===== src/verilog/ghp_pkg.sv =====
// Shared constants and types for the host packet interface
package ghp_pkg;

	// ==========================================
	// Timing
	localparam int CLK_HZ = 25_000_000;
	localparam int FAST_PERIOD_S = 1;
	localparam int SLOW_PERIOD_S = 5;
	localparam int NV_HOLD_S = 2;
	localparam int DIV_W = 32;
	localparam logic [DIV_W-1:0] CYC_PER_SEC_DFLT = DIV_W'(CLK_HZ * FAST_PERIOD_S);
	localparam logic [2:0] SLOW_TICKS = 3'(SLOW_PERIOD_S / FAST_PERIOD_S);
	localparam logic [1:0] NV_HOLD_TICKS = 2'(NV_HOLD_S / FAST_PERIOD_S);

	// ==========================================
	// Framing and payload lengths
	localparam logic [7:0] DLE = 8'h10;
	localparam logic [7:0] ETX = 8'h03;
	localparam logic [1:0] LEN_NONE = 2'h0;
	localparam logic [1:0] LEN_ONE = 2'h1;
	localparam logic [1:0] LEN_TWO = 2'h2;

	// ==========================================
	// Packet identification codes
	localparam logic [7:0] ID_TIME = 8'h41;
	localparam logic [7:0] ID_VER = 8'h45;
	localparam logic [7:0] ID_HEALTH = 8'h46;
	localparam logic [7:0] ID_STATUS = 8'h4B;
	localparam logic [7:0] ID_POS_XYZ = 8'h42;
	localparam logic [7:0] ID_POS_XYZ_D = 8'h83;
	localparam logic [7:0] ID_POS_LLA = 8'h4A;
	localparam logic [7:0] ID_POS_LLA_D = 8'h84;
	localparam logic [7:0] ID_VEL_XYZ = 8'h43;
	localparam logic [7:0] ID_VEL_ENU = 8'h56;
	localparam logic [7:0] ID_DIFF = 8'h82;
	localparam logic [7:0] ID_SUPER_REP = 8'h8F;
	localparam logic [7:0] ID_SUPER_CMD = 8'h8E;
	localparam logic [7:0] SUB_COMBINED = 8'h20;
	localparam logic [7:0] SUB_SAVE = 8'h26;
	localparam logic [7:0] SUB_LP_CFG = 8'h27;
	localparam logic [7:0] SUB_LP_MODE = 8'h25;
	localparam logic [7:0] SUB_ASCII_DEF = 8'h40;
	localparam logic [7:0] ID_OPT_SET = 8'h35;
	localparam logic [7:0] ID_OPT_REP = 8'h55;
	localparam logic [7:0] ID_PORT_CFG = 8'hBC;
	localparam logic [7:0] ID_RX_CFG = 8'hBB;
	localparam logic [7:0] ID_NMEA_SET = 8'h7A;
	localparam logic [7:0] ID_NMEA_REP = 8'h7B;
	localparam logic [7:0] ID_RESET = 8'h1E;
	localparam logic [7:0] FACTORY_BYTE = 8'h46;
	localparam logic [7:0] NO_ID = 8'h00;

	// ==========================================
	// Option bits and port configuration fields
	localparam int OPT_XYZ_BIT = 0;
	localparam int OPT_LLA_BIT = 1;
	localparam int OPT_DBL_BIT = 4;
	localparam int OPT_SUPER_BIT = 5;
	localparam int OPT_VXYZ_BIT = 8;
	localparam int OPT_VENU_BIT = 9;
	localparam logic [15:0] OPT_DFLT = 16'h0202;
	localparam int LANG_LSB = 0;
	localparam logic [1:0] LANG_BIN = 2'h0;
	localparam logic [1:0] LANG_ASCII = 2'h1;
	localparam logic [1:0] LANG_NMEA = 2'h2;
	localparam logic [7:0] PORT1_SEL = 8'h00;
	localparam logic [7:0] PORT_DFLT = 8'h00;
	localparam logic [7:0] BYTE_DFLT = 8'h00;

	typedef struct packed {
		logic [15:0] io_opt;
		logic [7:0] port1_cfg;
		logic [7:0] port2_cfg;
		logic [7:0] rx_cfg;
		logic [7:0] nmea_sched;
		logic [7:0] lp_cfg;
		logic [7:0] lp_mode;
	} ghp_cfg_t;
	localparam int CFG_W = $bits(ghp_cfg_t);
	localparam ghp_cfg_t FACTORY_CFG = '{OPT_DFLT, PORT_DFLT, PORT_DFLT,
		BYTE_DFLT, BYTE_DFLT, BYTE_DFLT, BYTE_DFLT};

	// ==========================================
	// Report kinds, in power-up emission order
	typedef enum logic [3:0] {
		RK_TIME, RK_VER, RK_HEALTH, RK_STATUS, RK_POS, RK_VEL, RK_DIFF,
		RK_OPT, RK_PCFG, RK_RCFG, RK_LPCFG, RK_LPMODE, RK_NSCHED
	} ghp_rep_t;
	localparam int NUM_REP = 13;
	localparam logic [NUM_REP-1:0] BOOT_MASK = 13'h007F;

	typedef struct packed {
		logic [7:0] id;
		logic [7:0] sub;
		logic has_sub;
		logic [1:0] ndat;
		logic [15:0] dat;
	} ghp_fmt_t;

	// ==========================================
	// State machines
	typedef enum logic [2:0] {
		EM_IDLE = 3'h0, EM_LEAD = 3'h1, EM_ID = 3'h3, EM_SUB = 3'h2,
		EM_DAT = 3'h6, EM_TRAIL = 3'h7, EM_ETX = 3'h5
	} ghp_emit_t;
	typedef enum logic [1:0] {
		DF_HUNT = 2'h0, DF_ID = 2'h1, DF_BODY = 2'h3, DF_ESC = 2'h2
	} ghp_dframe_t;

	localparam int FIFO_W = 8;
	localparam int FIFO_D = 8;

endpackage : ghp_pkg

===== src/verilog/ghp_deframer.sv =====
// Receive-side packet deframer for the first serial port
module ghp_deframer (
	input wire logic clock,
	input wire logic sys_rst,
	input wire logic in_valid,
	input wire logic [7:0] in_data,
	output logic cmd_valid,
	output logic [7:0] cmd_id,
	output logic [7:0] cmd_b0,
	output logic [7:0] cmd_b1,
	output logic [1:0] cmd_len
);
	import ghp_pkg::*;

	typedef struct packed {
		ghp_dframe_t st;
		logic [7:0] id;
		logic [1:0][7:0] b;
		logic [1:0] len;
		logic vld;
	} ghp_df_st_t;

	ghp_df_st_t r;
	ghp_df_st_t n;
	logic keep;

	// ==========================================
	// Byte walker
	always_comb begin
		n = r;
		n.vld = 1'b0;
		keep = 1'b0;
		if (in_valid) begin
			case (r.st)
				DF_HUNT: begin
					if (in_data == DLE) begin
						n.st = DF_ID;
					end
				end
				DF_ID: begin
					if (in_data == DLE || in_data == ETX) begin
						n.st = DF_HUNT;
					end else begin
						n.id = in_data;
						n.len = LEN_NONE;
						n.b = '0;
						n.st = DF_BODY;
					end
				end
				DF_BODY: begin
					if (in_data == DLE) begin
						n.st = DF_ESC;
					end else begin
						keep = 1'b1;
					end
				end
				DF_ESC: begin
					if (in_data == ETX) begin
						n.vld = 1'b1;
						n.st = DF_HUNT;
					end else if (in_data == DLE) begin
						keep = 1'b1;
						n.st = DF_BODY;
					end else begin
						// A lone escape starts a new packet, so a bad one never eats the next
						n.id = in_data;
						n.len = LEN_NONE;
						n.b = '0;
						n.st = DF_BODY;
					end
				end
				default: begin
					n.st = DF_HUNT;
				end
			endcase
		end
		// Only the first two payload bytes matter to the commands handled here
		if (keep && r.len != LEN_TWO) begin
			n.b[r.len[0]] = in_data;
			n.len = r.len + LEN_ONE;
		end
		if (sys_rst) begin
			n = '0;
		end
	end

	always_ff @(posedge clock) begin
		r <= n;
	end

	assign cmd_valid = r.vld;
	assign cmd_id = r.id;
	assign cmd_b0 = r.b[0];
	assign cmd_b1 = r.b[1];
	assign cmd_len = r.len;

endmodule : ghp_deframer


===== src/verilog/ghp_fifo.sv =====
// Shift-register FIFO with registered outputs on both sides
module ghp_fifo #(
	parameter int W = 8,
	parameter int D = 8
) (
	input wire logic clock,
	input wire logic sys_rst,
	input wire logic in_valid,
	input wire logic [W-1:0] in_data,
	output logic in_ready,
	output logic out_valid,
	output logic [W-1:0] out_data,
	input wire logic out_ready
);
	import ghp_pkg::*;

	localparam int CW = $clog2(D + 1);
	localparam logic [CW-1:0] DCNT = CW'(D);

	typedef struct packed {
		logic [D-1:0][W-1:0] mem;
		logic [CW-1:0] cnt;
		logic in_rdy;
		logic out_vld;
	} ghp_fifo_st_t;

	ghp_fifo_st_t r;
	ghp_fifo_st_t n;
	logic push;
	logic pop;
	logic [CW-1:0] wr;

	// ==========================================
	// Next state
	always_comb begin
		n = r;
		push = in_valid && r.in_rdy;
		pop = r.out_vld && out_ready;
		// Head always sits in slot zero so the output is a plain flop
		if (pop) begin
			for (int i = 0; i < D - 1; i++) begin
				n.mem[i] = r.mem[i + 1];
			end
		end
		wr = r.cnt - CW'(pop);
		if (push) begin
			n.mem[wr] = in_data;
		end
		n.cnt = r.cnt + CW'(push) - CW'(pop);
		n.in_rdy = n.cnt != DCNT;
		n.out_vld = n.cnt != '0;
		if (sys_rst) begin
			n = '0;
		end
	end

	always_ff @(posedge clock) begin
		r <= n;
	end

	assign in_ready = r.in_rdy;
	assign out_valid = r.out_vld;
	assign out_data = r.mem[0];

endmodule : ghp_fifo


===== src/verilog/ghp_host_if.sv =====
// Host packet interface: command decode, report scheduling and framing
// What this block does
// - Two serial ports, each configured independently
// - Port one: binary, ASCII or NMEA output
// - Port two only receives correction messages
// - Port and option settings are kept non-volatile
// - Every packet carries an identification code
// - Packets start and end with control characters
// - Position, velocity, status, health, time and differential sent automatically, settings reports on request
// - Position report every second, format from options
// - Velocity report every second, format from options
// - Status, health and time every five seconds
// - Differential mode report each second while active
// - Save command commits settings to storage
// - Saved settings govern cold start
// - ASCII mode stops binary traffic, ASCII save used
// - NMEA schedule command answered with schedule report
// - Factory reset byte restores defaults, cancels saved
// - Options command answered with options report
// - Port and receiver config answered with reports
// - Low-power commands answered with matching reports
// - Option bits choose automatic report packets
// - Power-up sequence ends in differential report
module ghp_host_if #(
	parameter logic [ghp_pkg::DIV_W-1:0] CYC_PER_SEC = ghp_pkg::CYC_PER_SEC_DFLT
) (
	input wire logic clock,
	input wire logic sys_rst,
	input wire logic p1_rx_valid,
	input wire logic [7:0] p1_rx_data,
	output logic p1_tx_valid,
	output logic [7:0] p1_tx_data,
	input wire logic p1_tx_ready,
	input wire logic p2_rx_valid,
	input wire logic [7:0] p2_rx_data,
	input wire logic gps_time_valid,
	input wire logic ascii_save_req,
	input wire logic nv_load_valid,
	input wire logic [ghp_pkg::CFG_W-1:0] nv_load_cfg,
	output logic nv_save_r,
	output logic [ghp_pkg::CFG_W-1:0] nv_save_cfg_r,
	output logic nv_busy_r,
	output logic [15:0] io_opt_r,
	output logic [7:0] port1_cfg_r,
	output logic [7:0] port2_cfg_r,
	output logic [7:0] rx_cfg_r,
	output logic [7:0] nmea_sched_r,
	output logic [7:0] lp_cfg_r,
	output logic [7:0] lp_mode_r,
	output logic corr_valid_r,
	output logic [7:0] corr_data_r,
	output logic diff_active_r,
	output logic ready_r
);
	import ghp_pkg::*;

	// ==========================================
	// State
	typedef struct packed {
		ghp_cfg_t cfg;
		ghp_cfg_t nv_cfg;
		logic [NUM_REP-1:0] pend;
		ghp_emit_t est;
		ghp_rep_t e_kind;
		ghp_fmt_t e_fmt;
		logic stuff;
		logic di;
		logic [DIV_W-1:0] div;
		logic [2:0] slow;
		logic [1:0] nv_hold;
		logic nv_save;
		logic nv_busy;
		logic seen;
		logic diff;
		logic ready;
		logic ascii_arm;
		logic [7:0] last_port;
		logic corr_v;
		logic [7:0] corr_d;
	} ghp_top_st_t;

	localparam ghp_top_st_t RST_ST = '{cfg: FACTORY_CFG, nv_cfg: FACTORY_CFG,
		pend: BOOT_MASK, est: EM_IDLE, e_kind: RK_TIME, default: '0};

	ghp_top_st_t r;
	ghp_top_st_t n;

	// ==========================================
	// Helpers
	function automatic logic [1:0] lang_of(input logic [7:0] pc);
		lang_of = pc[LANG_LSB +: 2];
	endfunction : lang_of

	function automatic ghp_rep_t first_set(input logic [NUM_REP-1:0] m);
		first_set = RK_TIME;
		for (int i = NUM_REP - 1; i >= 0; i--) begin
			if (m[i]) begin
				first_set = ghp_rep_t'(4'(i));
			end
		end
	endfunction : first_set

	function automatic ghp_fmt_t rep_fmt(input ghp_rep_t k, input ghp_cfg_t c,
		input logic [7:0] port);
		logic [15:0] o;
		o = c.io_opt;
		rep_fmt = '0;
		case (k)
			RK_TIME: rep_fmt.id = ID_TIME;
			RK_VER: rep_fmt.id = ID_VER;
			RK_HEALTH: rep_fmt.id = ID_HEALTH;
			RK_STATUS: rep_fmt.id = ID_STATUS;
			RK_POS: begin
				if (o[OPT_SUPER_BIT]) begin
					rep_fmt.id = ID_SUPER_REP;
					rep_fmt.sub = SUB_COMBINED;
					rep_fmt.has_sub = 1'b1;
				end else if (o[OPT_LLA_BIT]) begin
					rep_fmt.id = o[OPT_DBL_BIT] ? ID_POS_LLA_D : ID_POS_LLA;
				end else if (o[OPT_XYZ_BIT]) begin
					rep_fmt.id = o[OPT_DBL_BIT] ? ID_POS_XYZ_D : ID_POS_XYZ;
				end else begin
					rep_fmt.id = NO_ID;
				end
			end
			RK_VEL: begin
				// The combined packet already carries velocity
				if (o[OPT_SUPER_BIT]) begin
					rep_fmt.id = NO_ID;
				end else if (o[OPT_VXYZ_BIT]) begin
					rep_fmt.id = ID_VEL_XYZ;
				end else if (o[OPT_VENU_BIT]) begin
					rep_fmt.id = ID_VEL_ENU;
				end else begin
					rep_fmt.id = NO_ID;
				end
			end
			RK_DIFF: rep_fmt.id = ID_DIFF;
			RK_OPT: begin
				rep_fmt.id = ID_OPT_REP;
				rep_fmt.ndat = LEN_TWO;
				rep_fmt.dat = {o[7:0], o[15:8]};
			end
			RK_PCFG: begin
				rep_fmt.id = ID_PORT_CFG;
				rep_fmt.ndat = LEN_TWO;
				rep_fmt.dat = {port, (port == PORT1_SEL) ? c.port1_cfg : c.port2_cfg};
			end
			RK_RCFG: begin
				rep_fmt.id = ID_RX_CFG;
				rep_fmt.ndat = LEN_ONE;
				rep_fmt.dat = {c.rx_cfg, BYTE_DFLT};
			end
			RK_LPCFG, RK_LPMODE: begin
				rep_fmt.id = ID_SUPER_REP;
				rep_fmt.has_sub = 1'b1;
				rep_fmt.sub = (k == RK_LPCFG) ? SUB_LP_CFG : SUB_LP_MODE;
				rep_fmt.ndat = LEN_ONE;
				rep_fmt.dat = {(k == RK_LPCFG) ? c.lp_cfg : c.lp_mode, BYTE_DFLT};
			end
			RK_NSCHED: begin
				rep_fmt.id = ID_NMEA_REP;
				rep_fmt.ndat = LEN_ONE;
				rep_fmt.dat = {c.nmea_sched, BYTE_DFLT};
			end
			default: rep_fmt.id = NO_ID;
		endcase
	endfunction : rep_fmt

	// ==========================================
	// Receive path and transmit buffer
	logic df_in_v;
	logic cmd_v;
	logic [7:0] cmd_id;
	logic [7:0] cmd_b0;
	logic [7:0] cmd_b1;
	logic [1:0] cmd_len;
	logic emit_v;
	logic [7:0] emit_b;
	logic fifo_rdy;

	ghp_deframer u_deframer (
		.clock(clock),
		.sys_rst(sys_rst),
		.in_valid(df_in_v),
		.in_data(p1_rx_data),
		.cmd_valid(cmd_v),
		.cmd_id(cmd_id),
		.cmd_b0(cmd_b0),
		.cmd_b1(cmd_b1),
		.cmd_len(cmd_len)
	);

	ghp_fifo #(.W(FIFO_W), .D(FIFO_D)) u_tx_fifo (
		.clock(clock),
		.sys_rst(sys_rst),
		.in_valid(emit_v),
		.in_data(emit_b),
		.in_ready(fifo_rdy),
		.out_valid(p1_tx_valid),
		.out_data(p1_tx_data),
		.out_ready(p1_tx_ready)
	);

	// ==========================================
	// Next state
	logic tick;
	logic slow_tick;
	logic bin;
	logic cmd_ok;
	logic unk;
	logic save;
	logic stay;
	ghp_rep_t k;
	ghp_fmt_t f;
	logic [NUM_REP-1:0] set_m;
	logic [NUM_REP-1:0] clr_m;

	always_comb begin
		n = r;
		set_m = '0;
		clr_m = '0;
		unk = 1'b0;
		save = 1'b0;
		bin = lang_of(r.cfg.port1_cfg) == LANG_BIN;
		tick = r.div == CYC_PER_SEC - 32'h1;
		slow_tick = tick && r.slow == SLOW_TICKS - 3'h1;
		df_in_v = p1_rx_valid && bin;
		cmd_ok = cmd_v && r.ready;
		k = first_set(r.pend);
		f = rep_fmt(k, r.cfg, r.last_port);
		emit_v = r.est != EM_IDLE;
		case (r.est)
			EM_ID: emit_b = r.e_fmt.id;
			EM_SUB: emit_b = r.e_fmt.sub;
			EM_DAT: emit_b = r.di ? r.e_fmt.dat[7:0] : r.e_fmt.dat[15:8];
			EM_ETX: emit_b = ETX;
			default: emit_b = DLE;
		endcase
		stay = (r.est == EM_SUB || r.est == EM_DAT) && emit_b == DLE && !r.stuff;

		// Second and five-second timebase
		n.div = tick ? '0 : r.div + DIV_W'(1);
		if (tick) begin
			n.slow = slow_tick ? 3'h0 : r.slow + 3'h1;
		end
		if (tick && r.ready) begin
			set_m[RK_POS] = 1'b1;
			set_m[RK_VEL] = 1'b1;
			set_m[RK_DIFF] = r.diff;
		end
		if (slow_tick && r.ready) begin
			set_m[RK_STATUS] = 1'b1;
			set_m[RK_HEALTH] = 1'b1;
			set_m[RK_TIME] = 1'b1;
		end

		// Correction port: receive only, activity marks differential mode
		n.corr_v = p2_rx_valid;
		n.corr_d = p2_rx_data;
		if (tick) begin
			n.diff = r.seen;
			n.seen = 1'b0;
		end
		if (p2_rx_valid) begin
			n.seen = 1'b1;
		end

		// Stored settings are only taken before the first command window
		if (nv_load_valid && !r.ready) begin
			n.cfg = ghp_cfg_t'(nv_load_cfg);
		end
		n.nv_save = 1'b0;
		if (tick && r.nv_hold != 2'h0) begin
			n.nv_hold = r.nv_hold - 2'h1;
		end

		// Commands
		if (cmd_ok) begin
			case (cmd_id)
				ID_OPT_SET: begin
					if (cmd_len == LEN_TWO) begin
						n.cfg.io_opt = {cmd_b1, cmd_b0};
					end
					set_m[RK_OPT] = 1'b1;
				end
				ID_PORT_CFG: begin
					n.last_port = cmd_b0;
					if (cmd_len == LEN_TWO) begin
						if (cmd_b0 != PORT1_SEL) begin
							n.cfg.port2_cfg = cmd_b1;
						end else if (lang_of(cmd_b1) != LANG_ASCII || r.ascii_arm) begin
							n.cfg.port1_cfg = cmd_b1;
						end
					end
					set_m[RK_PCFG] = 1'b1;
				end
				ID_RX_CFG: begin
					if (cmd_len != LEN_NONE) begin
						n.cfg.rx_cfg = cmd_b0;
					end
					set_m[RK_RCFG] = 1'b1;
				end
				ID_NMEA_SET: begin
					if (cmd_len != LEN_NONE) begin
						n.cfg.nmea_sched = cmd_b0;
					end
					set_m[RK_NSCHED] = 1'b1;
				end
				ID_RESET: begin
					if (cmd_len != LEN_NONE && cmd_b0 == FACTORY_BYTE) begin
						n.cfg = FACTORY_CFG;
						save = 1'b1;
					end
				end
				ID_SUPER_CMD: begin
					case (cmd_b0)
						SUB_SAVE: save = 1'b1;
						SUB_ASCII_DEF: n.ascii_arm = 1'b1;
						SUB_LP_CFG: begin
							if (cmd_len == LEN_TWO) begin
								n.cfg.lp_cfg = cmd_b1;
							end
							set_m[RK_LPCFG] = 1'b1;
						end
						SUB_LP_MODE: begin
							if (cmd_len == LEN_TWO) begin
								n.cfg.lp_mode = cmd_b1;
							end
							set_m[RK_LPMODE] = 1'b1;
						end
						default: unk = 1'b1;
					endcase
				end
				default: unk = 1'b1;
			endcase
		end
		if (ascii_save_req && lang_of(r.cfg.port1_cfg) == LANG_ASCII) begin
			save = 1'b1;
		end
		if (save) begin
			n.nv_save = 1'b1;
			n.nv_cfg = n.cfg;
			n.nv_hold = NV_HOLD_TICKS;
		end
		// Registered so the busy output needs no decode after the flop
		n.nv_busy = n.nv_hold != 2'h0;

		// Report emitter
		case (r.est)
			EM_IDLE: begin
				if (r.pend != '0) begin
					clr_m[k] = 1'b1;
					// No time report until the clock is known
					if (f.id != NO_ID && (k != RK_TIME || gps_time_valid)) begin
						n.e_kind = k;
						n.e_fmt = f;
						n.di = 1'b0;
						n.est = EM_LEAD;
					end
				end
			end
			EM_LEAD: if (fifo_rdy) n.est = EM_ID;
			EM_ID: begin
				if (fifo_rdy) begin
					n.est = r.e_fmt.has_sub ? EM_SUB :
						(r.e_fmt.ndat != LEN_NONE) ? EM_DAT : EM_TRAIL;
				end
			end
			EM_SUB, EM_DAT: begin
				if (fifo_rdy) begin
					n.stuff = stay;
					if (!stay && r.est == EM_SUB) begin
						n.est = (r.e_fmt.ndat != LEN_NONE) ? EM_DAT : EM_TRAIL;
					end else if (!stay) begin
						n.di = 1'b1;
						if (r.di || r.e_fmt.ndat == LEN_ONE) begin
							n.est = EM_TRAIL;
						end
					end
				end
			end
			EM_TRAIL: if (fifo_rdy) n.est = EM_ETX;
			EM_ETX: begin
				if (fifo_rdy) begin
					n.est = EM_IDLE;
					if (r.e_kind == RK_DIFF) begin
						n.ready = 1'b1;
					end
				end
			end
			default: n.est = EM_IDLE;
		endcase
		n.pend = (r.pend & ~clr_m) | set_m;
		if (!bin) begin
			n.est = EM_IDLE;
			n.pend = '0;
			n.ready = 1'b1;
		end
		if (sys_rst) begin
			n = RST_ST;
		end
	end

	always_ff @(posedge clock) begin
		r <= n;
	end

	assign nv_save_r = r.nv_save;
	assign nv_save_cfg_r = r.nv_cfg;
	assign nv_busy_r = r.nv_busy;
	assign io_opt_r = r.cfg.io_opt;
	assign port1_cfg_r = r.cfg.port1_cfg;
	assign port2_cfg_r = r.cfg.port2_cfg;
	assign rx_cfg_r = r.cfg.rx_cfg;
	assign nmea_sched_r = r.cfg.nmea_sched;
	assign lp_cfg_r = r.cfg.lp_cfg;
	assign lp_mode_r = r.cfg.lp_mode;
	assign corr_valid_r = r.corr_v;
	assign corr_data_r = r.corr_d;
	assign diff_active_r = r.diff;
	assign ready_r = r.ready;
endmodule : ghp_host_if


===== config.mk =====
export PLATFORM = sky130hd
export DESIGN_NAME = ghp_host_if
export DESIGN_NICKNAME = d
export VERILOG_FILES = /design/src/verilog/ghp_pkg.sv /design/src/verilog/ghp_deframer.sv /design/src/verilog/ghp_fifo.sv /design/src/verilog/ghp_host_if.sv
export SDC_FILE = /design/constraint.sdc
export NUM_CORES = 1
export LEC_CHECK = 0
export BUFFER_PORTS_ARGS = -buffer_cell sky130_fd_sc_hd__clkbuf_2
export CORE_UTILIZATION = 30
export DETAILED_ROUTE_END_ITERATION = 7
export PLACE_DENSITY = 0.56
export SYNTH_ARGS = -nofsm -noshare
export SYNTH_HDL_FRONTEND = slang
export SYNTH_SLANG_ARGS = --single-unit

===== constraint.sdc =====
create_clock -name clock -period 2.9 [get_ports clock]
set_clock_uncertainty 0.05 [all_clocks]
set_input_delay 0.435 -clock clock [delete_from_list [all_inputs] [get_ports clock]]
set_output_delay 0.435 -clock clock [all_outputs]
set_load 0.01 [all_outputs]

==> results.md, run 1 <==
- Initial DRC Count: 1272
- Crit path max fanout: 18
- DP HPWL: just under 40000 um
- Setup Fix Bufs, Post-CTS: 0
- # rows: 85
- Setup crit end: r[73]$_SDFFE_PP0P_
- Area grow syn2layout: 14.7%
- Slew @ Worst Pin: between 1000 and 1500 ps
- Fin. Hold Viols: 0
- Pleak: between 7 and 8 nW
- CP Launch Point: r[109]$_SDFF_PP1_
- Failing checks: DRC
- R2r setup slk: 230 ps
- Via count of the routed design: between 10k and 15k
- Post-CTS sizing: 0
- Initial antenna violation count: 8
- Utilization after layout: 34.9%
- Most frequent cells in the layout: dfxtp_1, nor2_1, clkbuf_2
- Mean routed wirelength per cell: slightly below 20 um
- Initial Util: between 30% and 40%
- Total grt overflow: 0
- Sum Neg Setup Slack: 0 ps
- Seq cells post-synth: roughly 340
- Synth Flop Type: dfxtp_1
- Tcrit/Tclk final: 92.2%
- Sequential fraction of the synthesis area: between 40% and 50%
- Clk buf depth: 3
- Routed Antenna Nets: 0
- Layout cells sized above 1: 20.3%
- Routability congestion estimate: approximately 0.88
- Total CTS buffers: 40
- Clock share of power: 38.1%
- Net Count, Synth: just over 2k
- Reg2Reg Launch Point: r[109]$_SDFF_PP1_
- R2R depth: 10
- Max VDD drop: approximately 0.38 mV
- IO Count: about 240
- Switch share: between 30% and 40%
- Distinct cell type count after synthesis: 71
- Vias in the first global route: 13.7k
- DR pass1 iterations: 8
- CTS tree: yes
- Global-route wire length before repair: around 82000 um
- Design Area, Final: roughly 0.019 mm^2
- NetSw: 4.06 mW
- Comb pwr share: roughly a fifth
- Fmax: around 370 MHz
- Max cap viols: 0
- Worst Setup End Kind: flip-flop
- Internal Power: approximately 9.0 mW
- Clock transition at path regs: 60 ps
- CP required: 3290 ps
- Clk sinks: around 340
- Worst Path Arrival: just over 3000 ps
- Relative max-transition margin: ~23%
- CP startpoint kind: flip-flop
- Port bufs: 237
- Cell Pwr Density: 695 mW/mm^2
- Via density: ~5
- Die area: 0.0556 mm^2
- H-Tree Depth: 2
- Die width: between 200 and 250 um
- Final setup fails: 0
- Number of remaining DRC errors: 4
- Crit Reg-Reg Endpoint: r[73]$_SDFFE_PP0P_
- Minimum clock period: between 2000 and 3000 ps
- Clock latency on the worst-skew pair: 580 ps
- Vert. Die Dim: roughly 240 um
- Commonest non-fill, non-tap cell in the layout: dfxtp_1
- Crit Path Class: flip-flop to flip-flop
- Status: finished, violations left
- Sequential Power Share: between 40% and 50%
- Cell Area, Synth: between 0.015 and 0.02 mm^2
- Post-synth EDFFs: 0
- # hold bufs at CTS: 1
- Synthesized area per cell: between 8 and 9 um^2
- Ys async rst share: 0%
- Post-Synthesis Cells: 1967
- CTS root buffer: clkbuf_16
- Slew Viols, Final: 0
- Hold WC Path Type: primary input to flip-flop
- Largest net degree at the start of global routing: 147
- Total core area: ~0.054 mm^2
- Synth warn: 0
- Fin nets: roughly 2.2k
- Total wire length: approximately 54000 um
- Placed Instance Area: around 0.017 mm^2
- Total GRT Usage: 19.0%
- RSZ-0062 raised after global routing: false
[layout make-up]
cell class	count	area, um^2
Clock inverter	15	184
Sequential cell	338	6770
Tap cell	696	871
Clock buffer	55	1120
Antenna cell	1	2.50
Inverter	32	120
Timing Repair Buffer	307	1810
Multi-Input combinational cell	1327	7930
Fill cell	5612	35100
[per-layer routing]
metal | vias up | global-route usage, % | part of all wire [%]
met1 | 6660 | 23.8 | 43
met2 | 500 | 30.2 | 45
met5 | - | 0 | 0.15
met4 | 12 | 9.23 | 4.6
met3 | 134 | 4.92 | 7.2
li1 | 6918 | - | -
[synth_stat cells, drive strengths merged, types with 27 or more instances]
master	n	area, um^2
a211oi	111	833
a21oi	127	636
and2	30	188
buf	178	1250
clkbuf	92	348
dfxtp	338	6770
inv	32	120
mux2	31	349
mux2i	80	801
nand2	164	616
nand3	49	245
nor2	336	1260
nor2b	27	169
nor3	65	348
o21ai	29	149
[worst min-delay path by stage]
| stage | start | end | cells past startpoint |
|---|---|---|---|
| 2_1_floorplan | r[20]$_SDFFE_PP0P_ | r[20]$_SDFFE_PP0P_ | 1 |
| 6_report | p2_rx_data[1] | corr_data_r[1]$_SDFF_PP0_ | 2 |
| 3_3_place_gp | r[99]$_SDFFE_PP0P_ | r[99]$_SDFFE_PP0P_ | 2 |
| 4_1_cts | p2_rx_data[1] | corr_data_r[1]$_SDFF_PP0_ | 2 |
| 3_5_place_dp | r[20]$_SDFFE_PP0P_ | r[20]$_SDFFE_PP0P_ | 1 |
| 5_1_grt | p2_rx_data[1] | corr_data_r[1]$_SDFF_PP0_ | 2 |
[registers in the layout, summed over array words and instances, names as in the netlist, 16 cells and up, named ones only]
signal / count
u_tx_fifo.r: 60
io_opt_r: 16
nv_save_cfg_r: 64
r: 97
[cell families after synthesis]
kind of cell / share of synthesized area, %
simple gates: 21.9
compound gates: 16.0
flops: 41.3
buf+inv: 10.5
mux: 7.02
xor+xnor: 1.82
fa+ha+maj: 1.42
[stage by stage]
step	hold WS (ps)	power, mW	setup slack [ps]	std cells
final	31.6	13.1	226	2771
after detailed placement	395	8.18	159	2699
after floorplan	376	7.36	181	1967
after global routing	32.2	13.7	55.7	2770
after global placement	386	8.14	198	2699
after CTS	3.77	13.2	249	2770
[worst max-delay path, cell delays in order, from the launching register on]
cell	delay [ps]
dfxtp_1	500
nor2_1	150
o31ai_1	300
a31oi_1	100
buf_4	210
nand2_1	120
nor2_1	80
buf_4	210
a222oi_1	520
and3_1	250
nor3_1	50
[power by group through the flow]
stage / clock, mW / sequential, mW / combinational [mW]
finish: 4.99 / 5.40 / 2.69
global route: 5.28 / 5.45 / 2.99
CTS: 5.12 / 5.40 / 2.70
detailed placement: 0 / 5.50 / 2.68
global placement: 0 / 5.50 / 2.64
floorplan: 0 / 5.34 / 2.02
Note: power is estimated with default switching activity, not from simulation.
==> run 2, diff against run 1 <==
==> constraint.sdc (replaced) <==
create_clock -name clock -period 3 [get_ports clock]
set_clock_uncertainty 0.05 [all_clocks]
set_input_delay 0.45 -clock clock [delete_from_list [all_inputs] [get_ports clock]]
set_output_delay 0.45 -clock clock [all_outputs]
set_load 0.01 [all_outputs]
==> results.md, run 2 (synthesis gave the netlist of run 1 again) <==
- Total core area: 0.0539 mm^2 (unchanged)
- Max VDD drop: 0.403 mV (was 0.384 mV)
- Setup Fix Bufs, Post-CTS: 0 (unchanged)
- Crit Path Class: flip-flop to flip-flop (unchanged)
- Sum Neg Setup Slack: 0 ps (unchanged)
- Worst Hold End: corr_data_r[1]$_SDFF_PP0_ (unchanged)
- Mean routed wirelength per cell: 19.6 um (was 19.5 um)
- DP HPWL: 39900 um (was 39700 um)
- Minimum clock period: 2800 ps (was 2670 ps)
- R2R depth: 7 (was 10)
- Vert. Die Dim: 236 um (unchanged)
- Total wire length: 54400 um (was 53900 um)
- Bufs and invs on worst path: 1 (was 2)
- Internal Power: 8.87 mW (was 9.01 mW)
- Die area: 0.0556 mm^2 (unchanged)
- Die width: 236 um (unchanged)
- Cell Pwr Density: 680 mW/mm^2 (was 695 mW/mm^2)
- Hold slack: 48.7 ps (was 31.6 ps)
- Fmax: 357 MHz (was 374 MHz)
- DR pass1 iterations: 6 (was 8)
- Max cap viols: 0 (unchanged)
- Largest net degree at the start of global routing: 110 (was 147)
- Total GRT Usage: 19.3% (was 19.0%)
- Via density: 5.18 (was 5.13)
- Vias in the first global route: 13.9k (was 13.7k)
- Global-route wire length before repair: 83900 um (was 82300 um)
- Tcrit/Tclk final: 93.4% (was 92.2%)
- Utilization after layout: 35.0% (was 34.9%)
- Hold path depth: 2 (unchanged)
- Clock transition at path regs: 60 ps (about the same)
- Clock share of power: 39.2% (was 38.1%)
- Crit-path slowest cell: or3_1 (was a222oi_1)
- Placed Instance Area: 0.0175 mm^2 (unchanged)
- H-Tree Depth: 2 (unchanged)
- CTS tree: yes (unchanged)
- Initial DRC Count: 1223 (was 1272)
- IO Count: 238 (unchanged)
- Total CTS buffers: 41 (was 40)
- CTS root buffer: clkbuf_16 (unchanged)
- Number of remaining DRC errors: 0 (was 4)
- Routability congestion estimate: 0.926 (was 0.884)
- Area grow syn2layout: 15.1% (was 14.7%)
- Final setup fails: 0 (unchanged)
- Switch share: 30.8% (was 31.1%)
- Most frequent cells in the layout: dfxtp_1, nor2_1, clkbuf_2 (unchanged)
- Pleak: 7.59 nW (was 7.55 nW)
- Crit path max fanout: 22 (was 18)
- Hold_sp: p2_rx_data[1] (unchanged)
- Fill count: 5590 (was 5612)
- Comb pwr share: 20.0% (was 20.5%)
- CP peak stage delay: 590 ps (was 520 ps)
- Layout cells sized above 1: 20.6% (was 20.3%)
- R2r setup slk: 200 ps (was 230 ps)
- Slew @ Worst Pin: 1250 ps (was 1140 ps)
- CP required: 3410 ps (was 3290 ps)
- Top delay family on crit path: simple AND/OR/NAND/NOR gates (was compound AO/OA/AOI/OAI gates)
- # hold bufs at CTS: 0 (was 1)
- Worst Path Arrival: 3220 ps (was 3060 ps)
- Clk sinks: 338 (unchanged)
- Fin. Hold Viols: 0 (unchanged)
- Sequential Power Share: 40.8% (was 41.3%)
- Setup WS pre-CTS: 281 ps (was 159 ps)
- Hold WC Path Type: primary input to flip-flop (unchanged)
- Crit-path cells: nor3b_1 > nand3b_1 > or3_1 > nand3_4 > buf_4 > nor2_1 > a211oi_1 (was nor2_1 > o31ai_1 > a31oi_1 > buf_4 > nand2_1 > nor2_1 > buf_4 > a222oi_1 > and3_1 > nor3_1)
- CP startpoint kind: flip-flop (unchanged)
- Status: completed (was finished, violations left)
- Relative max-transition margin: 16.0% (was 23.1%)
- Setup WS post-layout: 197 ps (was 226 ps)
- RSZ-0062 raised after global routing: false (unchanged)
- Fin nets: 2152 (unchanged)
- Clk buf depth: 3 (unchanged)
- Worst Setup End Kind: flip-flop (unchanged)
- Via count of the routed design: 14.4k (was 14.2k)
- Routed Antenna Nets: 0 (unchanged)
- Port bufs: 237 (unchanged)
- Clock latency on the worst-skew pair: 570 ps (was 580 ps)
- # rows: 85 (unchanged)
- Crit Reg-Reg Endpoint: nv_save_cfg_r[45]$_SDFFE_PP0P_ (was r[73]$_SDFFE_PP0P_)
- Reg2Reg Launch Point: u_deframer.cmd_id[4]$_SDFFE_PP0P_ (was r[109]$_SDFF_PP1_)
- Commonest non-fill, non-tap cell in the layout: dfxtp_1 (unchanged)
- Number of flip-flops in the largest register: 97 (unchanged)
- Post-CTS sizing: 0 (unchanged)
- Initial antenna violation count: 3 (was 8)
- Most flops, register: r (unchanged)
- Initial Util: 30.4% (unchanged)
- Design Area, Final: 0.0189 mm^2 (was 0.0188 mm^2)
- Total grt overflow: 0 (unchanged)
- Slew Viols, Final: 0 (unchanged)
- NetSw: 3.96 mW (was 4.06 mW)
==> run 2: power groups by stage <==
stage          clock, mW  sequential (mW)  combinational (mW)
2_1_floorplan          0             5.16                1.96
3_3_place_gp           0             5.33                2.53
3_5_place_dp           0             5.33                2.56
4_1_cts             5.16             5.24                2.57
5_1_grt             5.36             5.29                2.85
6_report            5.03             5.24                2.56
==> run 2: routing by layer <==
| layer | track usage, % | wire length [um] | vias to the layer above |
|---|---|---|---|
| met2 | 31.2 | 24900 | 542 |
| met3 | 4.42 | 4210 | 113 |
| met1 | 24.4 | 23100 | 6786 |
| li1 | - | - | 6927 |
| met5 | 0 | 36 | - |
| met4 | 8.26 | 2110 | 6 |
==> run 2: final cells by class <==
type / instances / area [um^2] / share of cell area (%)
antenna: 1 / 2.50 / 0.0133
clock buffer: 59 / 1200 / 6.39
clock inverter: 15 / 161 / 0.856
inverter: 32 / 120 / 0.637
multi-input combinational: 1327 / 7930 / 42.0
sequential: 338 / 6770 / 35.9
tap: 696 / 871 / 4.62
timing repair buffer: 306 / 1800 / 9.56
==> run 2: stage by stage <==
stage | total power [mW] | cells
global route | 13.5 | 2773
global placement | 7.86 | 2699
finish | 12.8 | 2774
floorplan | 7.11 | 1967
detailed placement | 7.89 | 2699
CTS | 13.0 | 2773
==> run 2: how the worst max path moves through the flow <==
stage | startpoint | endpoint | depth (start not counted)
after floorplan | p1_tx_ready | u_tx_fifo.r[55]$_SDFF_PP0_ | 13
after global placement | r[60]$_SDFFE_PP0P_ | r[103]$_SDFFE_PP0P_ | 8
after detailed placement | p1_rx_data[2] | u_deframer.cmd_b1[0]$_SDFF_PP0_ | 8
after CTS | u_deframer.cmd_id[4]$_SDFFE_PP0P_ | nv_save_cfg_r[45]$_SDFFE_PP0P_ | 7
after global routing | u_deframer.cmd_len[0]$_SDFFE_PP0P_ | u_deframer.cmd_b1[1]$_SDFF_PP0_ | 6
final | u_deframer.cmd_id[4]$_SDFFE_PP0P_ | nv_save_cfg_r[45]$_SDFFE_PP0P_ | 7
